### config.mk
export PLATFORM = sky130hd
export DESIGN_NAME = shp_standby
export DESIGN_NICKNAME = d
export VERILOG_FILES = /design/src/logic/shp_pkg.sv /design/src/logic/shp_standby.sv
export VERILOG_INCLUDE_DIRS = /design/src /design/src/logic
export SDC_FILE = /design/constraint.sdc
export NUM_CORES = 1
export LEC_CHECK = 0
export BUFFER_PORTS_ARGS = -buffer_cell sky130_fd_sc_hd__buf_2
export CORE_ASPECT_RATIO = 1.2
export CORE_MARGIN = 10
export CORE_UTILIZATION = 52
export CTS_BUF_LIST = sky130_fd_sc_hd__clkbuf_4
export CTS_CLUSTER_DIAMETER = 150
export CTS_CLUSTER_SIZE = 12
export DETAILED_ROUTE_END_ITERATION = 10
export HOLD_SLACK_MARGIN = 0.1
export PLACE_DENSITY = 0.79
export SYNTH_ARGS = -nofsm -noshare
export SYNTH_HDL_FRONTEND = slang
export SYNTH_SLANG_ARGS = --single-unit
### constraint.sdc
create_clock -name sys_clk -period 18.3 [get_ports sys_clk]
set_input_delay 0.915 -clock sys_clk [delete_from_list [all_inputs] [get_ports sys_clk]]
set_output_delay 0.915 -clock sys_clk [all_outputs]
set_load 0.1 [all_outputs]
### src/logic/shp_consts.svh
// constants for the standby halt and register protection block
// ==========================================================
`ifndef SHP_CONSTS_SVH
`define SHP_CONSTS_SVH

// ==========================================================
// register byte offsets
`define SHP_OFF_NOISE 5'h00
`define SHP_OFF_KEY 5'h04
`define SHP_OFF_SC2 5'h08
`define SHP_OFF_CLK 5'h0C
`define SHP_OFF_CS 5'h10
`define SHP_OFF_IDLE 5'h14
`define SHP_OFF_STAT 5'h18

// ==========================================================
// fields and reset values
`define SHP_KEY_VAL 8'h1F
`define SHP_NOISE_PROT_BIT 0
`define SHP_NOISE_RST 4'h3
`define SHP_SC2_HALT_LSB 0
`define SHP_SC2_WARM_LSB 2
`define SHP_HALT_RST 2'h3
`define SHP_WARM_RST 2'h2
`define SHP_CLK_RST 8'h00
`define SHP_CS_RST 32'h00000000
`define SHP_IDLE_RST 11'h000

// ==========================================================
// halt mode codes
`define SHP_MODE_LIGHT 2'h3
`define SHP_MODE_DEEP 2'h2
`define SHP_MODE_STOP 2'h1

// ==========================================================
// interrupt source indices
`define SHP_NSRC 13
`define SHP_SRC_NMI 0
`define SHP_SRC_WDT 1
`define SHP_SRC_EXT_LO 2
`define SHP_SRC_EXT_HI 6
`define SHP_SRC_RTC 7
`define SHP_SRC_TAE_LO 8
`define SHP_SRC_TAE_HI 11
`define SHP_TAE_MASK 13'h0F00
`define SHP_NMI_LVL 3'h7
`define SHP_IDLE_TB1 4
`define SHP_IDLE_TB2 5

// ==========================================================
// timing in fast peripheral clocks and oscillator clocks
`define SHP_ENTRY_CLKS 5
`define SHP_ENTRY_CYC 17'h00005
`define SHP_WARM_LO_CYC 256
`define SHP_WARM_MID_CYC 16384
`define SHP_WARM_HI_CYC 65536

`endif

### src/logic/shp_pkg.sv
// types for the standby halt and register protection block
package shp_pkg;
  typedef enum logic [2:0] {
    ST_RUN = 3'b000,
    ST_ENTER = 3'b001,
    ST_LIGHT = 3'b010,
    ST_DEEP = 3'b011,
    ST_STOP = 3'b100,
    ST_WAKE = 3'b101
  } shp_state_t;
endpackage : shp_pkg

### src/logic/shp_standby.sv
// standby halt controller with key-locked configuration registers
`timescale 1ns/10ps
`include "shp_consts.svh"

module shp_standby #(
  parameter int unsigned WARM_MID_CYC = `SHP_WARM_MID_CYC,
  parameter int unsigned WARM_HI_CYC = `SHP_WARM_HI_CYC
) (
  input wire logic sys_clk,
  input wire logic sys_rst,
  input wire logic [4:0] avs_address,
  input wire logic avs_read,
  input wire logic avs_write,
  input wire logic [31:0] avs_writedata,
  output logic [31:0] avs_readdata,
  output logic avs_waitrequest,
  input wire logic haltReq,
  input wire logic [12:0] irqReq,
  input wire logic [35:0] irqLevels,
  input wire logic [2:0] interruptMaskLevel,
  output logic cpuRun,
  output logic sysClkEn,
  output logic oscEn,
  output logic clockTimerEn,
  output logic [10:0] periphClkEn,
  output logic portHold,
  output logic wakePulse,
  output logic [3:0] wakeId,
  output logic wakeServe,
  output logic wake2Valid,
  output logic [3:0] wake2Id,
  output logic wake2Serve,
  output logic [7:0] clockCfg,
  output logic [31:0] chipSelCfg
);

  // ==========================================================
  // state
  shp_pkg::shp_state_t state_q;
  logic [1:0] holdMode_q;
  logic [16:0] cnt_q;
  logic fromStop_q;
  logic lock_q;
  logic [3:0] noiseBits_q;
  logic [1:0] haltMode_q;
  logic [1:0] warmSel_q;
  logic [10:0] idleEn_q;
  logic pendV_q;
  logic [3:0] pendId_q;
  logic [2:0] pendLvl_q;
  logic pendServe_q;
  logic [3:0] winId_q;
  logic [2:0] winLvl_q;
  logic winServe_q;
  logic wrEn;
  logic wrOpen;
  logic [31:0] rdMux;
  logic [16:0] warmCyc;
  logic [1:0] evMode;
  logic wFound;
  logic [3:0] wId;
  logic [2:0] wLvl;
  logic wServe;
  logic asleep;
  logic exitNow;
  logic pendFirst;

  // ==========================================================
  // avalon slave: one wait cycle per access
  assign wrEn = avs_write & ~avs_waitrequest;
  assign wrOpen = wrEn & ~lock_q;

  always_ff @(posedge sys_clk) begin
    if (sys_rst) begin
      avs_waitrequest <= 1'b1;
    end else if ((avs_read | avs_write) & avs_waitrequest) begin
      avs_waitrequest <= 1'b0;
    end else begin
      avs_waitrequest <= 1'b1;
    end
  end

  always_comb begin
    rdMux = 32'h00000000;
    case (avs_address)
      `SHP_OFF_NOISE: rdMux = {27'h0000000, noiseBits_q, lock_q};
      `SHP_OFF_SC2: rdMux = {28'h0000000, warmSel_q, haltMode_q};
      `SHP_OFF_CLK: rdMux = {24'h000000, clockCfg};
      `SHP_OFF_CS: rdMux = chipSelCfg;
      `SHP_OFF_IDLE: rdMux = {21'h000000, idleEn_q};
      `SHP_OFF_STAT: rdMux = {23'h000000, lock_q, pendId_q, pendV_q, state_q};
      default: rdMux = 32'h00000000;
    endcase
  end

  always_ff @(posedge sys_clk) begin
    if (sys_rst) begin
      avs_readdata <= 32'h00000000;
    end else if (avs_read & avs_waitrequest) begin
      avs_readdata <= rdMux;
    end
  end

  // ==========================================================
  // key lock
  always_ff @(posedge sys_clk) begin
    if (sys_rst) begin
      lock_q <= 1'b0;
    end else if (wrEn && avs_address == `SHP_OFF_KEY) begin
      lock_q <= (avs_writedata[7:0] != `SHP_KEY_VAL);
    end
  end

  // ==========================================================
  // protected configuration, wake never touches these; the idle enable register below is not key-locked
  always_ff @(posedge sys_clk) begin
    if (sys_rst) begin
      noiseBits_q <= `SHP_NOISE_RST;
      haltMode_q <= `SHP_HALT_RST;
      warmSel_q <= `SHP_WARM_RST;
      clockCfg <= `SHP_CLK_RST;
      chipSelCfg <= `SHP_CS_RST;
    end else begin
      if (wrOpen && avs_address == `SHP_OFF_NOISE) begin
        noiseBits_q <= avs_writedata[4:1];
      end
      if (wrOpen && avs_address == `SHP_OFF_SC2) begin
        haltMode_q <= avs_writedata[`SHP_SC2_HALT_LSB +: 2];
        warmSel_q <= avs_writedata[`SHP_SC2_WARM_LSB +: 2];
      end
      if (wrOpen && avs_address == `SHP_OFF_CLK) begin
        clockCfg <= avs_writedata[7:0];
      end
      if (wrOpen && avs_address == `SHP_OFF_CS) begin
        chipSelCfg <= avs_writedata;
      end
    end
  end

  always_ff @(posedge sys_clk) begin
    if (sys_rst) begin
      idleEn_q <= `SHP_IDLE_RST;
    end else if (wrEn && avs_address == `SHP_OFF_IDLE) begin
      idleEn_q <= avs_writedata[10:0];
    end
  end

  // ==========================================================
  // wake evaluation
  always_comb begin
    case (warmSel_q)
      2'h2: warmCyc = WARM_MID_CYC[16:0];
      2'h3: warmCyc = WARM_HI_CYC[16:0];
      default: warmCyc = 17'(`SHP_WARM_LO_CYC);
    endcase
  end

  always_comb begin
    case (state_q)
      shp_pkg::ST_LIGHT: evMode = `SHP_MODE_LIGHT;
      shp_pkg::ST_DEEP: evMode = `SHP_MODE_DEEP;
      shp_pkg::ST_STOP: evMode = `SHP_MODE_STOP;
      shp_pkg::ST_ENTER: evMode = holdMode_q;
      default: evMode = 2'h0;
    endcase
  end

  always_comb begin
    logic [2:0] lv;
    logic isExt;
    logic isTae;
    logic isRtc;
    logic isNmi;
    logic el;
    logic sv;
    lv = 3'h0;
    isExt = 1'b0;
    isTae = 1'b0;
    isRtc = 1'b0;
    isNmi = 1'b0;
    el = 1'b0;
    sv = 1'b0;
    wFound = 1'b0;
    wId = 4'h0;
    wLvl = 3'h0;
    wServe = 1'b0;
    for (int i = 0; i < `SHP_NSRC; i++) begin
      isNmi = (i == `SHP_SRC_NMI);
      isExt = (i >= `SHP_SRC_EXT_LO) && (i <= `SHP_SRC_EXT_HI);
      isTae = (i >= `SHP_SRC_TAE_LO) && (i <= `SHP_SRC_TAE_HI);
      isRtc = (i == `SHP_SRC_RTC);
      lv = isNmi ? `SHP_NMI_LVL : irqLevels[3 * ((i == 0) ? 0 : i - 1) +: 3];
      case (evMode)
        `SHP_MODE_LIGHT: el = !isTae || (idleEn_q[`SHP_IDLE_TB1]
                              && idleEn_q[`SHP_IDLE_TB2]);
        `SHP_MODE_DEEP: el = isNmi || isExt || isRtc;
        `SHP_MODE_STOP: el = isNmi || isExt;
        default: el = 1'b0;
      endcase
      sv = isNmi || (lv >= interruptMaskLevel);
      // masked external/clock timer wake without service
      if (irqReq[i] && el && (sv || isExt || isRtc)
          && (!wFound || lv > wLvl)) begin
        wFound = 1'b1;
        wId = 4'(i);
        wLvl = lv;
        wServe = sv;
      end
    end
  end

  assign asleep = (state_q == shp_pkg::ST_LIGHT) || (state_q == shp_pkg::ST_DEEP)
                  || (state_q == shp_pkg::ST_STOP);
  assign exitNow = (state_q == shp_pkg::ST_WAKE) && (cnt_q == 17'h00000);
  assign pendFirst = pendV_q && (pendLvl_q > winLvl_q);

  // ==========================================================
  // halt state machine
  always_ff @(posedge sys_clk) begin
    if (sys_rst) begin
      state_q <= shp_pkg::ST_RUN;
      holdMode_q <= 2'h0;
      cnt_q <= 17'h00000;
      fromStop_q <= 1'b0;
    end else begin
      case (state_q)
        shp_pkg::ST_RUN: begin
          if (haltReq) begin
            case (haltMode_q)
              `SHP_MODE_LIGHT: state_q <= shp_pkg::ST_LIGHT;
              `SHP_MODE_DEEP, `SHP_MODE_STOP: begin
                state_q <= shp_pkg::ST_ENTER;
                holdMode_q <= haltMode_q;
                cnt_q <= `SHP_ENTRY_CYC - 17'h00001;
              end
              default: state_q <= shp_pkg::ST_RUN;
            endcase
          end
        end
        shp_pkg::ST_ENTER: begin
          // requests here only go pending
          if (cnt_q == 17'h00000) begin
            state_q <= (holdMode_q == `SHP_MODE_DEEP) ? shp_pkg::ST_DEEP
                                                      : shp_pkg::ST_STOP;
          end else begin
            cnt_q <= cnt_q - 17'h00001;
          end
        end
        shp_pkg::ST_LIGHT, shp_pkg::ST_DEEP: begin
          if (wFound) begin
            state_q <= shp_pkg::ST_WAKE;
            cnt_q <= 17'h00000;
            fromStop_q <= 1'b0;
          end
        end
        shp_pkg::ST_STOP: begin
          if (wFound) begin
            state_q <= shp_pkg::ST_WAKE;
            cnt_q <= warmCyc - 17'h00001;
            fromStop_q <= 1'b1;
          end
        end
        shp_pkg::ST_WAKE: begin
          if (cnt_q == 17'h00000) begin
            state_q <= shp_pkg::ST_RUN;
          end else begin
            cnt_q <= cnt_q - 17'h00001;
          end
        end
        default: state_q <= shp_pkg::ST_RUN;
      endcase
    end
  end

  // ==========================================================
  // pending request caught during entry
  always_ff @(posedge sys_clk) begin
    if (sys_rst) begin
      pendV_q <= 1'b0;
      pendId_q <= 4'h0;
      pendLvl_q <= 3'h0;
      pendServe_q <= 1'b0;
    end else if (state_q == shp_pkg::ST_ENTER && wFound
                 && (!pendV_q || wLvl > pendLvl_q)) begin
      pendV_q <= 1'b1;
      pendId_q <= wId;
      pendLvl_q <= wLvl;
      pendServe_q <= wServe;
    end else if (exitNow) begin
      pendV_q <= 1'b0;
    end
  end

  always_ff @(posedge sys_clk) begin
    if (sys_rst) begin
      winId_q <= 4'h0;
      winLvl_q <= 3'h0;
      winServe_q <= 1'b0;
    end else if (asleep && wFound) begin
      winId_q <= wId;
      winLvl_q <= wLvl;
      winServe_q <= wServe;
    end
  end

  // ==========================================================
  // wake report to cpu and interrupt controller
  always_ff @(posedge sys_clk) begin
    if (sys_rst) begin
      wakePulse <= 1'b0;
      wakeId <= 4'h0;
      wakeServe <= 1'b0;
      wake2Valid <= 1'b0;
      wake2Id <= 4'h0;
      wake2Serve <= 1'b0;
    end else begin
      wakePulse <= exitNow;
      if (exitNow) begin
        wakeId <= pendFirst ? pendId_q : winId_q;
        wakeServe <= pendFirst ? pendServe_q : winServe_q;
        wake2Valid <= pendV_q;
        wake2Id <= pendFirst ? winId_q : pendId_q;
        wake2Serve <= pendFirst ? winServe_q : pendServe_q;
      end
    end
  end

  // ==========================================================
  // clock enables and port hold
  always_ff @(posedge sys_clk) begin
    if (sys_rst) begin
      cpuRun <= 1'b1;
      sysClkEn <= 1'b1;
      oscEn <= 1'b1;
      clockTimerEn <= 1'b1;
      periphClkEn <= 11'h7FF;
      portHold <= 1'b0;
    end else begin
      cpuRun <= (state_q == shp_pkg::ST_RUN);
      sysClkEn <= !((state_q == shp_pkg::ST_DEEP) || (state_q == shp_pkg::ST_STOP)
                    || (state_q == shp_pkg::ST_WAKE && fromStop_q));
      oscEn <= (state_q != shp_pkg::ST_STOP);
      clockTimerEn <= !((state_q == shp_pkg::ST_STOP)
                        || (state_q == shp_pkg::ST_WAKE && fromStop_q));
      if (state_q == shp_pkg::ST_RUN || state_q == shp_pkg::ST_ENTER) begin
        periphClkEn <= 11'h7FF;
      end else if (state_q == shp_pkg::ST_LIGHT) begin
        periphClkEn <= idleEn_q;
      end else begin
        periphClkEn <= 11'h000;
      end
      portHold <= (state_q != shp_pkg::ST_RUN);
    end
  end
endmodule : shp_standby

==> summary.md <==
| Metric | Value |
|---|---|
| Latest clock arrival within the worst-skew pair | between 0.5 and 0.6 ns |
| Power per Cell Area | approximately 140 nW/µm² |
| Number of top-level pins | slightly below 200 |
| Antenna-violating nets left | 0 |
| Final setup viols | 9 |
| Peak supply drop | 0.132 mV |
| CTS tree | built |
| Most used flip-flop cell after synthesis | sky130_fd_sc_hd__dfxtp_1 |
| Setup repair after global routing missed its margin | yes |
| Count of synthesis-stage warnings from yosys | 0 |
| Post-synthesis sequential element count | around 160 |
| Cell Area, Synth | 9890 µm² |
| Number of buffers created by CTS | 17 |
| Crit Path Class | flip-flop to flip-flop |
| Setup crit end kind | flip-flop |
| Routed length per placed instance | roughly 18 µm |
| Number of standard cells after synthesis | 1220 |
| Fmax | ~53 MHz |
| Number of global-route vias before repair | ~10000 |
| Port buffer count | roughly 190 |
| Detailed-route DRC error count | 0 |
| Die Area | ~25000 µm² |
| Avg Cell Area, Syn | about 8.1 µm² |
| Data arrival at the endpoint of the critical path | roughly 19 ns |
| Synthesis-to-finish area growth | 26.1% |
| Share of the yosys chip area belonging to registers | roughly a third |
| X dimension of the die | roughly 150 µm |
| Post-route setup TNS | -5.26 ns |
| Final nets | around 1600 |
| Violation count after the first detailed-route iteration | slightly below 800 |
| Worst path max stage delay | about 0.55 ns |
| Final WL | ~32000 µm |
| Sequential cell area | between 3000 and 4000 µm² |
| Antenna violations before repair | 1 |
| FFs w/ async S/R, synth | 0% |
| Router iterations before antenna repair | 7 |
| Post-layout min period | 18.93 ns |
| Setup Skew | about 0.027 ns |
| Final Hold Slack | around 0.46 ns |
| Failing checks | negative setup slack |
| Maxcap violations | 0 |
| Ratio of cells with drive above 1 in the final layout | a little under a third |
| Global-route wire length before repair | about 50000 µm |
| Setup WS pre-CTS | -0.774 ns |
| Hold Path Class | flip-flop to flip-flop |
| Longest Clk Path Bufs | 2 |
| Number of flops mapped to enable cells by yosys | 0 |
| CTS sink cnt | 161 |
| Headroom to the max-slew limit | 15.0% |
| Area occupied by multi-input gates | between 6000 and 7000 µm² |
| Gpl congestion | 0.928 |
| Final hold violations | 0 |
| CP bufs+invs | 4 |
| Number of distinct library cells after synthesis | 99 |
| Final-layout fill cell count | 1527 |
| CP required | 18.70 ns |
| Kind of cell adding the most delay to the critical path | compound AO/OA/AOI/OAI gates |
| Count of vias placed by the detailed router | 10400 |
| Highest-delay cell along the critical path | sky130_fd_sc_hd__or4b_4 |
| Post-synth net total | approximately 1400 |
| Placement row count | 55 |
| Initial standard-cell utilization of the core | between 50 and 60% |
| Final worst-path setup slack | -0.632 ns |
| Maximum number of pins on one net before global-route repair | 95 |
| CP Launch Type | flip-flop |
| Design Power | roughly 1.7 mW |
| GR Overflow Total | 0 |
| Status | finished with violations |
| Total core area | roughly 19000 µm² |
| Worst-margin pin slew | ~1.3 ns |
| Post-CTS clock slew at the launch and capture registers of the worst setup and hold paths | 0.17 ns |
| CTS H-tree depth | 4 |
| Most prevalent standard cell on the critical path | sky130_fd_sc_hd__o21ai_2 |
| Overall global routing resource usage | 23.8% |
| Part of the cycle the worst path needs | 103% |
| Average vias per placed instance | roughly 6.0 |
| Slew Viols, Final | 0 |
| Detailed-placement wirelength estimate | 23200 µm |
| Height of the chip | between 150 and 200 µm |
| Root Driver | sky130_fd_sc_hd__clkbuf_4 |
| Cell leakage power | around 5.3 nW |
| Maximum fanout along the worst path | 5 |
-- path summary, 6_finish.rpt --
check	start	end	slack [ns]	cells past startpoint
max	state_q[2]	pendLvl_q[0]	-0.63	104
min	avs_readdata[31]	avs_readdata[31]	0.46	2
max reg2reg	state_q[2]	pendLvl_q[0]	-0.63	104
min reg2reg	avs_readdata[31]	avs_readdata[31]	0.46	2
-- synthesized netlist by cell type (all sizes together), types with 3 or more instances --
master     n  area share [%]
and3       5            0.32
a311oi     3            0.62
nor3      22             1.2
o21bai     4            0.30
or4        4            0.34
nand3     55             2.8
o31a       4            0.35
o311ai     3            0.52
nor4       7            0.51
a31oi     19             1.2
mux2       4            0.53
ha        73             9.2
nand4      8            0.51
and2      16             1.0
mux2i     40             4.1
nand2    168             6.4
a21o      31             2.4
o21ai     50             2.5
a21oi    139             7.2
a221oi     6             1.0
buf       13            0.97
o211ai    13             1.5
nand2b    17             1.1
a22oi     26             2.1
nor2b     20             1.3
o41ai      3            0.27
or2        8            0.53
xnor2      4            0.35
a21boi     5            0.46
o21a       8            0.61
dfxtp    161              33
o2111ai    9             1.1
clkbuf    50             1.9
a22o       3            0.27
or4b       3            0.34
a211oi    19             1.6
nor2     108             4.1
a32oi      3            0.27
inv       44             1.7
-- layout make-up --
cell class              instances  area share (%)
multi-input cells             951            54.1
flip-flops and latches        161            25.9
repair buffers                291            13.8
well taps                     256            2.57
inverters                      45            1.35
clock inverters                15            1.29
clock buffers                  17            1.02
diodes                          1          0.0201
-- power by group --
| group | total [mW] | switching [mW] | internal, mW | leakage, nW |
|---|---|---|---|---|
| Combinational | 1.13 | 0.645 | 0.482 | 3.83 |
| Sequential | 0.404 | 0.0235 | 0.380 | 1.30 |
| Clock | 0.212 | 0.149 | 0.0630 | 0.155 |
| Total | 1.74 | 0.817 | 0.925 | 5.28 |
-- kinds of logic after synthesis --
logic type      Yosys count  synth area share, %
simple gates            455                 21.7
mux                      44                 4.58
fa+ha+maj                74                 9.34
xor+xnor                  6                0.532
compound gates          372                 26.6
flops                   161                 32.6
buf+inv                 108                 4.58
-- registers in the layout (all words and copies together) (netlist names), 2 cells and up --
register      flops
clockCfg          8
cnt_q            17
wakeId            4
wake2Id           4
idleEn_q         11
pendId_q          4
winId_q           4
holdMode_q        2
chipSelCfg       32
winLvl_q          3
avs_readdata     32
noiseBits_q       4
periphClkEn      11
state_q           3
haltMode_q        2
pendLvl_q         3
warmSel_q         2
-- per-stage QoR --
| step | utilization (%) | instance area, µm² | instances |
|---|---|---|---|
| 6_report | 66.4 | 12500 | 1737 |
| 5_1_grt | 66.4 | 12500 | 1737 |
| 4_1_cts | 63.9 | 12000 | 1716 |
| 3_5_place_dp | 60.9 | 11400 | 1664 |
| 3_3_place_gp | 60.9 | 11400 | 1664 |
| 2_1_floorplan | - | 10000 | 1220 |
-- layout by cell type (no fill, tap or decap), drive strengths merged, types with 5 or more instances in the layout --
cell and n:
nand2 168, clkbuf 17, buf 291, a21o 31, o211ai 13, a221oi 6
o21a 8, a22oi 26, a211oi 19, ha 73, a31oi 19, nor3 22
nand2b 17, a21oi 139, nor2 108, and2 16, and3 5, clkinv 7
dfxtp 161, mux2i 40, nor4 7, a21boi 5, nand4 8, or2 8
inv 52, o2111ai 9, nor2b 20, o21ai 50, nand3 55
-- worst register-to-register path: cells and delay by family (launching register included) --
| family | cells | cell delay [ns] |
|---|---|---|
| flops | 1 | 0.39 |
| compound gates | 51 | 8.03 |
| simple gates | 34 | 5.80 |
| buf+inv | 4 | 0.42 |
| fa+ha+maj | 14 | 3.85 |
| mux | 1 | 0.36 |
-- layer usage --
layer	vias to the layer above	GRT usage (%)	routed length, µm
met1	4857	28.2	12800
met3	102	5.28	2400
met5	-	0	0
met4	0	10.2	1190
met2	506	40.5	15600
li1	4923	-	-
-- repair_timing --
item,CTS,global route
endpoints found under the hold margin,0,0
gates cloned,0,0
pin swaps,36,76
gates resized for setup,26,64
endpoints found under the setup margin,9,17
buffers inserted,20,20
hold buffers,0,0
Power figures use the tool's default switching activity.
